<file path="src/hw/icc_defs.svh">
// Offsets, field positions, reset value and write mask of the control register block
`ifndef ICC_DEFS_SVH
`define ICC_DEFS_SVH
`define ICC_ADDR_CTRL     8'h8F
`define ICC_ADDR_STAT     8'h93
`define ICC_BASE_ADDR     16'h0000
`define ICC_BIT_EN        7
`define ICC_BIT_IEN       6
`define ICC_BIT_MSEL      5
`define ICC_BIT_TXSEL     4
`define ICC_BIT_ACKSEL    3
`define ICC_BIT_RSTART    2
`define ICC_BIT_ALOST     4
`define ICC_BIT_PEND      1
`define ICC_CTRL_RESET    8'h00
`define ICC_CTRL_WMASK    8'hF8
`endif

</file>
<file path="src/hw/icc_pkg.sv">
// Types of the control register block
package icc_pkg;
  typedef enum logic [1:0] {BUS_IDLE, BUS_ADDR, BUS_XFER, BUS_DTACK} icc_bus_t;
endpackage : icc_pkg

</file>
<file path="src/hw/icc_ctrl.sv">
// Control register of the two-wire bus controller with its byte-wide host bus slave
//
// Overview of operation
// - Only with the enable bit set do the other control bits act on the controller.
// - While the enable bit is clear the serial engine is held in reset and disabled.
// - The interrupt request is raised only while the gate bit and the pending flag are both set.
// - Clearing the gate bit masks the request but leaves the pending flag untouched.
// - A rising master select bit issues a START and makes the controller master.
// - A cleared master select bit issues a STOP and returns to slave operation.
// - When master select is cleared by lost arbitration no STOP is issued.
// - The transmit select bit sets direction, 1 transmit and 0 receive.
// - On a receive acknowledge cycle the data line carries the acknowledge select bit.
// - Writing 1 to repeat start issues a repeated START when the controller owns the bus.
// - A repeated START asked for while another master owns the bus counts as lost arbitration.
// - The pending flag is set by hardware events and cleared by software writing 0.
// - The arbitration-lost flag is set on lost arbitration and cleared by software writing 0.
`include "icc_defs.svh"
`timescale 1ns/100ps
`default_nettype none
module icc_ctrl (
  // Clock and reset
  input  wire logic        core_clk,
  input  wire logic        sys_rst,
  // Host bus
  input  wire logic [23:0] addrBus,
  input  wire logic [7:0]  dataIn,
  output logic      [7:0]  dataOut,
  output logic             dataOe,
  input  wire logic        addrStrobe_n,
  input  wire logic        dataStrobe_n,
  input  wire logic        readNotWrite,
  output logic             dtack_n,
  output logic             irq_n,
  // Serial engine side
  input  wire logic        pendingEvent,
  input  wire logic        arbLostEvent,
  input  wire logic        busBusy,
  input  wire logic        ackCycle,
  input  wire logic        receiving,
  output logic             engineRst,
  output logic             startReq,
  output logic             stopReq,
  output logic             repStartReq,
  output logic             masterMode,
  output logic             transmitMode,
  output logic             ackDrive,
  output logic             ackDriveEn
);
  logic [2:0] syncStb;
  logic       as_n, ds_n, rnw;
  icc_pkg::icc_bus_t busState;
  logic [7:0] ctrl;
  logic       pendFlag, alostFlag, mselPrev;
  logic       hit, selCtrl, selStat, wrStb;
  logic       foreignRep;
  logic [31:0] busSync;
  logic [23:0] addrSync;
  logic [7:0]  dataSync;

  // Strobes pass inverted so the synchroniser's reset value reads as idle
  icc_sync #(.W(3)) uSync (
    .core_clk (core_clk),
    .sys_rst  (sys_rst),
    .asyncIn  ({!addrStrobe_n, !dataStrobe_n, readNotWrite}),
    .syncOut  (syncStb)
  );
  // Address and data take the strobes' latency so they line up with them
  icc_sync #(.W(32)) uSyncBus (
    .core_clk (core_clk),
    .sys_rst  (sys_rst),
    .asyncIn  ({addrBus, dataIn}),
    .syncOut  (busSync)
  );
  assign as_n     = !syncStb[2];
  assign ds_n     = !syncStb[1];
  assign rnw      = syncStb[0];
  assign addrSync = busSync[31:8];
  assign dataSync = busSync[7:0];

  function automatic logic regHit(input logic [23:0] a, input logic [7:0] off);
    regHit = (a[23:8] == `ICC_BASE_ADDR) && (a[7:0] == off);
  endfunction : regHit

  assign selCtrl = regHit(addrSync, `ICC_ADDR_CTRL);
  assign selStat = regHit(addrSync, `ICC_ADDR_STAT);
  assign hit     = selCtrl | selStat;
  assign wrStb   = (busState == icc_pkg::BUS_XFER) && !rnw;
  assign foreignRep = ctrl[`ICC_BIT_EN] && wrStb && selCtrl && dataSync[`ICC_BIT_RSTART]
                      && !ctrl[`ICC_BIT_MSEL] && busBusy;

  // Host bus handshake
  always_ff @(posedge core_clk or posedge sys_rst) begin
    if (sys_rst) begin
      busState <= icc_pkg::BUS_IDLE;
    end else begin
      unique case (busState)
        icc_pkg::BUS_IDLE:  if (!as_n) busState <= icc_pkg::BUS_ADDR;
        icc_pkg::BUS_ADDR: begin
          if (as_n) busState <= icc_pkg::BUS_IDLE;
          else if (hit && !ds_n) busState <= icc_pkg::BUS_XFER;
        end
        icc_pkg::BUS_XFER:  busState <= icc_pkg::BUS_DTACK;
        icc_pkg::BUS_DTACK: if (as_n && ds_n) busState <= icc_pkg::BUS_IDLE;
      endcase
    end
  end
  assign dtack_n = !(busState == icc_pkg::BUS_DTACK);

  // Control register, reserved and repeat start bits not stored
  always_ff @(posedge core_clk or posedge sys_rst) begin
    if (sys_rst) begin
      ctrl <= `ICC_CTRL_RESET;
    end else if (wrStb && selCtrl) begin
      ctrl <= dataSync & `ICC_CTRL_WMASK;
    end else if (arbLostEvent || !ctrl[`ICC_BIT_EN]) begin
      ctrl[`ICC_BIT_MSEL] <= 1'b0;
    end
  end

  // Read data held in a flop
  always_ff @(posedge core_clk or posedge sys_rst) begin
    if (sys_rst) begin
      dataOut <= 8'h00;
    end else if (busState == icc_pkg::BUS_XFER && rnw) begin
      if (selCtrl) dataOut <= {ctrl[7:3], 3'b000};
      else dataOut <= {3'b000, alostFlag, 2'b00, pendFlag, 1'b0};
    end
  end
  assign dataOe = rnw && (busState == icc_pkg::BUS_XFER || busState == icc_pkg::BUS_DTACK);

  always_ff @(posedge core_clk or posedge sys_rst) begin
    if (sys_rst) begin
      pendFlag <= 1'b0;
    end else if (!ctrl[`ICC_BIT_EN]) begin
      pendFlag <= 1'b0;
    end else if (pendingEvent) begin
      pendFlag <= 1'b1;
    end else if (wrStb && selStat && !dataSync[`ICC_BIT_PEND]) begin
      pendFlag <= 1'b0;
    end
  end

  always_ff @(posedge core_clk or posedge sys_rst) begin
    if (sys_rst) begin
      alostFlag <= 1'b0;
    end else if (!ctrl[`ICC_BIT_EN]) begin
      alostFlag <= 1'b0;
    end else if (arbLostEvent || foreignRep) begin
      alostFlag <= 1'b1;
    end else if (wrStb && selStat && !dataSync[`ICC_BIT_ALOST]) begin
      alostFlag <= 1'b0;
    end
  end

  // Start and stop edge detection
  always_ff @(posedge core_clk or posedge sys_rst) begin
    if (sys_rst) begin
      mselPrev    <= 1'b0;
      startReq    <= 1'b0;
      stopReq     <= 1'b0;
      repStartReq <= 1'b0;
    end else begin
      mselPrev    <= ctrl[`ICC_BIT_MSEL];
      startReq    <= ctrl[`ICC_BIT_EN] && ctrl[`ICC_BIT_MSEL] && !mselPrev;
      stopReq     <= ctrl[`ICC_BIT_EN] && !ctrl[`ICC_BIT_MSEL] && mselPrev && !arbLostEvent
                     && !alostFlag;
      repStartReq <= ctrl[`ICC_BIT_EN] && wrStb && selCtrl && dataSync[`ICC_BIT_RSTART]
                     && ctrl[`ICC_BIT_MSEL];
    end
  end

  assign engineRst    = !ctrl[`ICC_BIT_EN];
  assign masterMode   = ctrl[`ICC_BIT_EN] && ctrl[`ICC_BIT_MSEL];
  assign transmitMode = ctrl[`ICC_BIT_EN] && ctrl[`ICC_BIT_TXSEL];
  // Acknowledge value, relies on software setting it
  assign ackDrive     = ctrl[`ICC_BIT_ACKSEL];
  assign ackDriveEn   = ctrl[`ICC_BIT_EN] && ackCycle && receiving && !ctrl[`ICC_BIT_ACKSEL];
  assign irq_n        = !(ctrl[`ICC_BIT_EN] && ctrl[`ICC_BIT_IEN] && pendFlag);
endmodule : icc_ctrl
`default_nettype wire

</file>
<file path="src/hw/icc_sync.sv">
// Two flip-flop synchroniser for pin inputs
`timescale 1ns/100ps
`default_nettype none
module icc_sync #(
  parameter int W = 1
) (
  // Clock and reset
  input  wire logic         core_clk,
  input  wire logic         sys_rst,
  // Data
  input  wire logic [W-1:0] asyncIn,
  output logic      [W-1:0] syncOut
);
  logic [W-1:0] stage1;
  always_ff @(posedge core_clk or posedge sys_rst) begin
    if (sys_rst) begin
      stage1  <= '0;
      syncOut <= '0;
    end else begin
      stage1  <= asyncIn;
      syncOut <= stage1;
    end
  end
endmodule : icc_sync
`default_nettype wire

</file>
<file path="config.mk">
export PLATFORM = sky130hd
export DESIGN_NAME = icc_ctrl
export DESIGN_NICKNAME = d
export VERILOG_FILES = /design/src/hw/icc_pkg.sv /design/src/hw/icc_ctrl.sv /design/src/hw/icc_sync.sv
export VERILOG_INCLUDE_DIRS = /design/src /design/src/hw
export SDC_FILE = /design/constraint.sdc
export NUM_CORES = 1
export LEC_CHECK = 0
export BUFFER_PORTS_ARGS = -buffer_cell sky130_fd_sc_hd__buf_4
export CAP_MARGIN = 10
export CORE_ASPECT_RATIO = 2
export CORE_UTILIZATION = 52
export DETAILED_ROUTE_END_ITERATION = 6
export PLACE_DENSITY = 0.77
export SETUP_SLACK_MARGIN = 0.15
export SYNTH_ARGS = -nofsm -noshare
export SYNTH_HDL_FRONTEND = slang
export SYNTH_SLANG_ARGS = --single-unit
</file>
<file path="constraint.sdc">
create_clock -name core_clk -period 2.64 [get_ports core_clk]
set_input_delay 0.132 -clock core_clk [delete_from_list [all_inputs] [get_ports core_clk]]
set_output_delay 0.132 -clock core_clk [all_outputs]
set_load 0.005 [all_outputs]
</file>
==> results by group, run 1 <==
Worst setup path
  • Req. time, crit path: 2.86 ns
  • Maximum fanout along the worst path: 11
  • Startpoint Class: flip-flop
  • Worst Path Arrival: ~2.3 ns
  • WS Path Type: reg -> reg
  • Critical Path Sink Type: flip-flop

Synth
  • Post-synthesis sequential area ratio: between 70% and 80%
  • Mapped Area: ~0.0028 mm²
  • Post-synth EDFFs: 0
  • Yosys reg bits: slightly below 90
  • Syn Area/Cell: around 16 µm²
  • Gate Count Post-Synth: between 150 and 200
  • Ys Warns: 0
  • Asr flop ratio synth: 100%
  • Dominant synthesized flop cell: dfrtp_1
  • Synth unique cells: 35

Timing
  • Period utilization: around 78%
  • WHS: ~0.027 ns
  • RSZ-0062 raised after global routing: false
  • Slew HR: approximately three fifths
  • TNS Setup: 0 ns
  • Worst clock skew: 0.00946 ns
  • Measured slew at the worst slew-check pin: 0.570 ns
  • Final min period: about 2.1 ns
  • Max Clk Rate: just under 0.5 GHz
  • Final Max Slew Viols: 0
  • Final setup viols: 0
  • Final Hold Viols: 0

Routing
  • DRT Pass-1 Iters: 3
  • Avg WL per Cell: roughly 14 µm
  • Remaining antenna violation count: 0
  • Post-Route WL: between 4 and 5 mm
  • 1st-iter DRT viols: 19
  • Via count: approximately 1,600
  • Routed vias/inst: between 4 and 5
  • DRC: 0

Pwr
  • Leak Pwr: approximately 1.8 nW
  • Power, Total: approximately 2.5 mW
  • Maximum VDD drop: 0.000569 V
  • PwrDens: between 600 and 700 mW/mm²

Finish
  • Most frequent cells in the layout: 87 x dfrtp_1, 59 x buf_4, 35 x dlygate4sd3_1
  • Fill count: 321
  • Area grow syn2layout: 38.8%
  • Layout cell share with drive strength beyond 1: between 30% and 40%
  • Final nets: 312
  • Final cell count without fillers: 333
  • Commonest non-fill, non-tap cell in the layout: dfrtp_1
  • Antenna diode count: 0
  • Final core occ: between 70% and 80%

Run status
  • Run status: finished clean

Clocking
  • CTS buffer count: 9
  • Max H-tree Level: 3
  • Post-CTS Resized: 0
  • Clk sinks: 87
  • CTS max path bufs: 2
  • TritonCTS clock tree: built
  • CTS root buf: clkbuf_8
  • Postcts setup bufs: 0
  • Reg clk slew, reported paths: about 0.080 ns
  • Clk_lat worst skew: between 0.3 and 0.4 ns

GRT
  • Grt ovf: 0
  • Total Routing Usage GR: 20.3%
  • Largest net degree at the start of global routing: 37
  • First-pass GRT wire length: roughly 7.7 mm
  • Initial antenna violation count: 0
  • Vias in the first global route: approximately 1,700

Die
  • Die X: approximately 53 µm
  • Initial Utilization: 53.6%
  • DIE HEIGHT: roughly 100 µm
  • Core ar.: roughly 0.005 mm²
  • Ports: 61
  • Die area: 0.00561 mm²
  • Row Count: 37

Flow run
  • Max-cap violations: 0

Placement
  • Final HPWL DP: approximately 3 mm
  • Cells after DPL: 282
  • GPL Wtd Cong: 0.768
  • Port bufs: between 50 and 60

Worst hold path
  • Worst min path class: in -> reg
-- critical path: stages, from the launching register on --
cell and delay [ns]:
dfrtp_1 0.40, nor4_4 0.30, nand4_2 0.34, nor4b_4 0.54
mux2_2 0.38
-- flip-flops by register name (all words and copies together), names as in the netlist, named ones only --
| name | count |
|---|---|
| startReq | 1 |
| ctrl | 5 |
| mselPrev | 1 |
| uSyncBus.syncOut | 31 |
| uSync.stage1 | 3 |
| dataOut | 6 |
| repStartReq | 1 |
| busState | 1 |
| alostFlag | 1 |
| pendFlag | 1 |
| uSyncBus.stage1 | 31 |
| uSync.syncOut | 3 |
| stopReq | 1 |
-- cells in the mapped netlist, types with 2 or more instances --
cell       n  area, µm²
nand4_1    3       18.8
buf_4      2       15.0
o21ai_0    5       25.0
nand3_1    3       15.0
nor4b_4    2       47.6
dfrtp_1   87       2180
nor4_4     2       42.5
nor3_1     3       15.0
mux2_2     5       56.3
and2_1     6       37.5
nor3b_1    3       22.5
nor4_1     3       18.8
inv_1      7       26.3
nand2_1    9       33.8
nor2_1     4       15.0
nand2b_1   2       12.5
a31o_2     3       26.3
-- cell families (layout without fill, tap and decap cells) --
| group | Yosys count | after routing | synth area share (%) |
|---|---|---|---|
| flops | 87 | 87 | 79.1 |
| simple gates | 49 | 49 | 13.1 |
| compound gates | 15 | 15 | 3.77 |
| buf+inv | 10 | 117 | 1.91 |
| mux | 5 | 5 | 2.04 |
| other cells | 1 | 2 | 0.136 |
-- worst paths after layout --
| path | startpoint | slack (ns) | depth (start not counted) | to |
|---|---|---|---|---|
| max in group asynchronous | sys_rst | 1.50 | 4 | uSyncBus.stage1[27] |
| setup / recovery | uSyncBus.syncOut[17] | 0.57 | 4 | ctrl[6] |
| hold reg to reg | uSyncBus.stage1[1] | 0.35 | 0 | uSyncBus.syncOut[1] |
| min in group asynchronous | sys_rst | 0.42 | 3 | uSyncBus.stage1[12] |
| setup reg to reg | uSyncBus.syncOut[17] | 0.57 | 4 | ctrl[6] |
| hold / removal | pendingEvent | 0.03 | 3 | pendFlag |
-- power by group --
group	total, mW	internal, mW	switching (mW)
Sequential	1.41	1.39	0.0228
Clock	0.992	0.584	0.408
Combinational	0.128	0.0798	0.0481
Total	2.53	2.05	0.479
-- per-layer routing --
metal / GRT usage (%) / wire [µm]
met2: 34.8 / 2790
met3: 5.39 / 175
met1: 20.9 / 1590
met4: 11.1 / 117
met5: 0 / 0
-- stage by stage --
step                area (µm²)  setup WS (ns)
floorplan                 2760          0.258
global placement          3250          0.599
detailed placement        3250          0.554
CTS                       3820          0.544
global route              3820          0.453
finish                    3820          0.569
-- repair_timing --
item | 4_1_cts | 5_1_grt
setup endpoints to repair | 0 | 0
hold buffers | 35 | 0
hold endpoints to repair | 68 | 0
-- area by class of cell --
| cell class | count | area (µm²) | share of cell area, % |
|---|---|---|---|
| tap | 58 | 72.6 | 1.90 |
| multi-input combinational | 71 | 528 | 13.8 |
| clock inverter | 3 | 65.1 | 1.70 |
| timing repair buffer | 94 | 793 | 20.8 |
| sequential | 87 | 2180 | 57.0 |
| inverter | 7 | 27.5 | 0.720 |
| clock buffer | 13 | 159 | 4.16 |
Note: power is estimated with default switching activity, not from simulation.
==> run 2: changes to the inputs <==
CORE_UTILIZATION = 47   (was 52)
PLACE_DENSITY = 0.73   (was 0.77)
clock period = 1.9 ns   (was 2.64 ns; I/O delays follow)
==> run 2 against run 1 <==
Compared with the run above: largest power group unchanged; die area is 10% higher; flip-flop and latch count stayed put; via count is 4.8% higher; combinational power is 48% higher.
==> results by group, run 2 (synthesis gave the netlist of run 1 again) <==
Clocking
  • Reg clk slew, reported paths: 0.06 ns
  • TritonCTS clock tree: built
  • Clk_lat worst skew: 0.34 ns
  • CTS buffer count: 9
  • CTS max path bufs: 2
  • CTS root buf: clkbuf_16
  • Clk sinks: between 80 and 90
  • Max H-tree Level: 3

Worst setup path
  • CP peak stage delay: 0.39 ns
  • Critical path cell sequence: nor4b_4, nand2_2, nor4b_4, buf_6, mux2_2
  • Crit path max-delay cell type: dfrtp_1
  • Critical Path Sink Type: flip-flop
  • WS Path Type: reg -> reg
  • Startpoint Class: flip-flop
  • Crit path top cell by count: nor4b_4
  • Maximum fanout along the worst path: 5
  • Req. time, crit path: around 2.1 ns
  • Worst Path Arrival: approximately 2.0 ns

Die
  • Die X: between 50 and 60 µm
  • Initial Utilization: approximately 49%
  • Row Count: 39
  • DIE HEIGHT: about 110 µm
  • Ports: between 60 and 70
  • Core ar.: between 0.005 and 0.006 mm²
  • Die area: between 0.006 and 0.007 mm²

Finish
  • Largest registers: uSyncBus.stage1 x31, uSyncBus.syncOut x31, dataOut x6
  • Commonest non-fill, non-tap cell in the layout: dfrtp_1
  • Final core occ: approximately 71%
  • Final nets: between 300 and 400
  • Most frequent cells in the layout: 87 x dfrtp_1, 66 x buf_4, 36 x dlygate4sd3_1
  • Fill count: approximately 380
  • Final cell count without fillers: between 300 and 400
  • Antenna diode count: 0
  • Area grow syn2layout: 45.8%
  • Layout cell share with drive strength beyond 1: roughly a third
  • Final Cell Area: between 0.004 and 0.005 mm²

Placement
  • GPL Wtd Cong: between 0.7 and 0.8
  • DP Area: approximately 0.0033 mm²
  • Port bufs: between 50 and 60
  • Final HPWL DP: between 2 and 3 mm
  • Cells after DPL: 290

Timing
  • Final min period: ~1.7 ns
  • Worst clock skew: roughly 0.0063 ns
  • Final Hold Viols: 0
  • RSZ-0062 raised after global routing: true
  • Final Max Slew Viols: 0
  • Period utilization: approximately nine tenths
  • Final setup viols: 0
  • TNS Setup: 0 ns
  • Max Clk Rate: approximately 0.57 GHz
  • WHS: between 0.03 and 0.04 ns

Pwr
  • Combinational share of power: 4.8%
  • NetSw: between 0.7 and 0.8 mW
  • Switching Fraction: between 15 and 20%
  • Leak Pwr: 1.90 nW
  • Clock power frac: 45.0%
  • PwrDens: slightly below 1000 mW/mm²
  • Maximum VDD drop: about 0.0011 V
  • Power Internal: roughly 3.1 mW
  • Power share of the sequential group: roughly 50%

GRT
  • Largest net degree at the start of global routing: 88
  • First-pass GRT wire length: 8.31 mm
  • Vias in the first global route: about 1,900
  • Grt ovf: 0
  • Total Routing Usage GR: between 10% and 20%
  • Initial antenna violation count: 0

Routing
  • Avg WL per Cell: roughly 14 µm
  • Post-Route WL: 4.97 mm
  • DRT Pass-1 Iters: 4
  • 1st-iter DRT viols: 34
  • DRC: 0
  • Remaining antenna violation count: 0
  • Routed vias/inst: around 4.9
  • Via count: roughly 1,700

Flow run
  • Max-cap violations: 0

Run status
  • Run status: finished clean

Worst hold path
  • Worst min path class: in -> reg
==> run 2: cell types whose count changed in the layout (fill, tap and decap cells not counted) <==
cell / change
clkbuf_16: +9
clkinvlp_4: +2
dlygate4sd3_1: +1
clkbuf_8: -9
mux2_2: -2
buf_6: +1
buf_4: +7
buf_12: +1
clkbuf_1: -2
mux2_4: +2
clkinv_4: +1
bufinv_16: -1
==> run 2: final timing paths <==
check	start	to	slack [ns]	cells past startpoint
hold / removal	arbLostEvent	alostFlag	0.03	3
setup / recovery	uSyncBus.syncOut[25]	ctrl[3]	0.16	5
min in group asynchronous	sys_rst	uSyncBus.syncOut[18]	0.44	4
setup reg to reg	uSyncBus.syncOut[25]	ctrl[3]	0.16	5
max in group asynchronous	sys_rst	uSyncBus.stage1[23]	1.12	4
hold reg to reg	uSyncBus.stage1[8]	uSyncBus.syncOut[8]	0.35	0
==> run 2: area by class of cell <==
| type | instances | area (µm²) | area share [%] |
|---|---|---|---|
| clock buffers | 11 | 253 | 6.29 |
| clock inverters | 5 | 56.3 | 1.40 |
| inverters | 7 | 30.0 | 0.748 |
| multi-input cells | 71 | 536 | 13.3 |
| flip-flops and latches | 87 | 2180 | 54.2 |
| well taps | 61 | 76.3 | 1.90 |
| repair buffers | 104 | 887 | 22.1 |
==> run 2: per-stage QoR <==
step	total power, mW	worst slack [ns]
after CTS	3.94	0.135
after floorplan	2.03	0.192
after global routing	4.05	0.0723
after detailed placement	2.12	0.0172
final	3.91	0.157
after global placement	2.11	0.0702
==> run 2: power groups by stage <==
stage	clock [mW]	combinational (mW)	sequential, mW
6_report	1.76	0.189	1.96
3_5_place_dp	0	0.127	1.99
2_1_floorplan	0	0.0474	1.98
3_3_place_gp	0	0.124	1.99
4_1_cts	1.79	0.187	1.96
5_1_grt	1.87	0.208	1.96
==> run 2: layer usage <==
metal | vias to the layer above | routed length, µm | share of wire [%] | GRT usage, %
met3 | 10 | 220 | 4.4 | 4.55
met5 | - | 0 | 0 | 0
li1 | 795 | - | - | -
met2 | 55 | 2910 | 59 | 34.8
met4 | 0 | 135 | 2.7 | 10.5
met1 | 831 | 1700 | 34 | 18.1
==> run 2: critical path: cells and delay by family (launching register included) <==
family	cells	cell delay [ns]
mux	1	0.33
simple gates	3	0.74
flops	1	0.39
buf+inv	1	0.16
==> run 2: repair_timing <==
action | 4_1_cts | 5_1_grt
hold endpoints to repair | 122 | 0
hold buffers | 36 | 0
buffers inserted | 3 | 1
setup endpoints to repair | 6 | 6
pin swaps | 6 | 2
gates resized for setup | 1 | 2
==> run 3: changes to the inputs <==
MAX_ROUTING_LAYER = met4   (was default)
==> run 3 against run 2 <==
Compared with the run above: die area unchanged; total power decreased by 0.12%; combinational power about the same; count of clock-buffer cells in the layout unchanged; largest power group unchanged; global-route usage increased by 0.49 points; flip-flop and latch count unchanged; core utilization unchanged; critical path type unchanged; worst setup slack got worse by 0.0014 ns; cell area unchanged; clock power about the same; routed wire length decreased by 0.14%.
==> results by group, run 3 (synthesis gave the netlist of run 1 again) <==
Clocking
  • CTS max path bufs: 2
  • Reg clk slew, reported paths: around 0.060 ns
  • Clk_lat worst skew: 0.34 ns
  • CTS root buf: clkbuf_16
  • Clk sinks: 87
  • TritonCTS clock tree: built
  • Max H-tree Level: 3
  • CTS buffer count: 9

Routing
  • DRC: 0
  • 1st-iter DRT viols: between 40 and 50
  • Avg WL per Cell: about 14 µm
  • Via count: 1,687
  • Remaining antenna violation count: 0
  • DRT Pass-1 Iters: 4
  • Post-Route WL: between 4 and 5 mm
  • Routed vias/inst: just under 5

Worst setup path
  • Maximum fanout along the worst path: 5
  • Critical R2R Launch: uSyncBus.syncOut[25]
  • Slack of the worst reg-to-reg path: roughly 0.16 ns
  • R2R depth: 5
  • Req. time, crit path: ~2.1 ns
  • WS Path Type: reg -> reg
  • Critical Path Sink Type: flip-flop
  • Worst Path Arrival: about 2 ns
  • Reg2reg end: ctrl[3]
  • Startpoint Class: flip-flop

Worst hold path
  • Hold Path Depth: 3
  • Worst min path class: in -> reg
  • Hold endpoint: alostFlag
  • HP Start: arbLostEvent

Finish
  • Largest registers: uSyncBus.stage1 x31, uSyncBus.syncOut x31, dataOut x6
  • Antenna diode count: 0
  • Layout cell share with drive strength beyond 1: a little over a third
  • Area grow syn2layout: 45.8%
  • Fill count: roughly 380
  • Area of the multi-input gates: around 540 µm²
  • FF+latch area: around 0.0022 mm²
  • Most frequent cells in the layout: 87 x dfrtp_1, 66 x buf_4, 36 x dlygate4sd3_1
  • Commonest non-fill, non-tap cell in the layout: dfrtp_1
  • Final nets: approximately 320

Pwr
  • Combinational share of power: under 10%
  • NetSw: between 0.7 and 0.8 mW
  • Maximum VDD drop: ~0.0011 V
  • Switching Fraction: 19.8%
  • Power share of the sequential group: 50.2%
  • Leak Pwr: approximately 1.9 nW
  • Power Internal: approximately 3.1 mW
  • PwrDens: about 970 mW/mm²
  • Clock power frac: around 45%

Die
  • Die X: approximately 56 µm
  • Row Count: 39
  • Initial Utilization: just under 50%
  • Ports: between 60 and 70
  • Core ar.: between 0.005 and 0.006 mm²
  • Die area: between 0.006 and 0.007 mm²
  • DIE HEIGHT: 110 µm

Placement
  • GPL Wtd Cong: between 0.7 and 0.8
  • Final HPWL DP: roughly 2.9 mm
  • Port bufs: 57
  • Place WS: 0.0172 ns

GRT
  • Gr busiest metal: met2
  • Met3 Use GR: between 4 and 5%
  • Initial antenna violation count: 0
  • Met1 Use GR: 17.9%
  • Largest net degree at the start of global routing: between 80 and 90
  • Vias in the first global route: 1,881
  • Total Routing Usage GR: between 10% and 20%
  • Grt ovf: 0
  • First-pass GRT wire length: between 8 and 9 mm
  • GR Util met2: roughly a third

Timing
  • TNS Setup: 0 ns
  • Worst setup margin: between 0.15 and 0.2 ns
  • Final Max Slew Viols: 0
  • Worst clock skew: between 0.005 and 0.006 ns
  • Final setup viols: 0
  • RSZ-0062 raised after global routing: true
  • Final min period: 1.74 ns
  • Max Clk Rate: between 0.5 and 0.6 GHz
  • Final Hold Viols: 0
  • Period utilization: between 90% and 100%

Run status
  • Run status: finished clean

Flow run
  • Max-cap violations: 0
run 3: cell counts in the layout (fill, tap and decap cells not counted):
No cell type changed its count.
run 3: cell type report:
type	instances	share of cell area [%]
Tap cell	61	1.90
Clock buffer	11	6.29
Sequential cell	87	54.2
Clock inverter	5	1.40
Inverter	7	0.748
Timing Repair Buffer	104	22.1
Multi-Input combinational cell	71	13.3
run 3: worst max-delay path by stage:
| stage | from | end | slack (ns) | depth (start not counted) |
|---|---|---|---|---|
| finish | uSyncBus.syncOut[25] | ctrl[3] | 0.16 | 5 |
| global route | uSyncBus.syncOut[25] | ctrl[3] | 0.07 | 5 |
| global placement | uSyncBus.syncOut[17] | ctrl[6] | 0.07 | 4 |
| detailed placement | uSyncBus.syncOut[17] | ctrl[6] | 0.02 | 4 |
| CTS | uSyncBus.syncOut[26] | ctrl[6] | 0.13 | 5 |
| floorplan | uSyncBus.syncOut[17] | ctrl[3] | 0.19 | 4 |
run 3: what timing repair did:
item	in CTS	in global routing
pin swaps	6	2
hold buffers	36	0
gates resized for setup	1	2
endpoints found under the setup margin	6	6
setup buffers	3	1
hold endpoints to repair	122	0
run 3: stage by stage:
step | utilization [%] | hold WS [ns] | cells | instance area [µm²] | total power, mW
final | 70.9 | 0.0214 | 346 | 4020 | 3.90
after global routing | 70.9 | 0.0359 | 346 | 4020 | 4.05
after CTS | 70.7 | 0.0233 | 345 | 4000 | 3.94
after detailed placement | 58.4 | 0.205 | 290 | 3300 | 2.12
after global placement | 58.4 | 0.205 | 290 | 3300 | 2.11
after floorplan | - | 0.126 | 168 | 2760 | 2.03
run 3: per-layer routing:
metal	vias to the layer above	wire [µm]	share of wire, %
met5	-	0	0
met4	0	128	2.6
met3	11	222	4.5
met2	53	2940	59
met1	826	1670	34
li1	797	-	-
run 3: critical path: stages (launching register included):
cell     delay (ns)
dfrtp_1        0.39
nor4b_4        0.32
nand2_2        0.12
nor4b_4        0.30
buf_6          0.16
mux2_2         0.33
run 3: power groups by stage:
stage	Clock (mW)	Combinational [mW]	Sequential (mW)
6_report	1.76	0.189	1.96
3_3_place_gp	0	0.124	1.99
3_5_place_dp	0	0.127	1.99
2_1_floorplan	0	0.0474	1.98
4_1_cts	1.79	0.187	1.96
5_1_grt	1.87	0.207	1.96
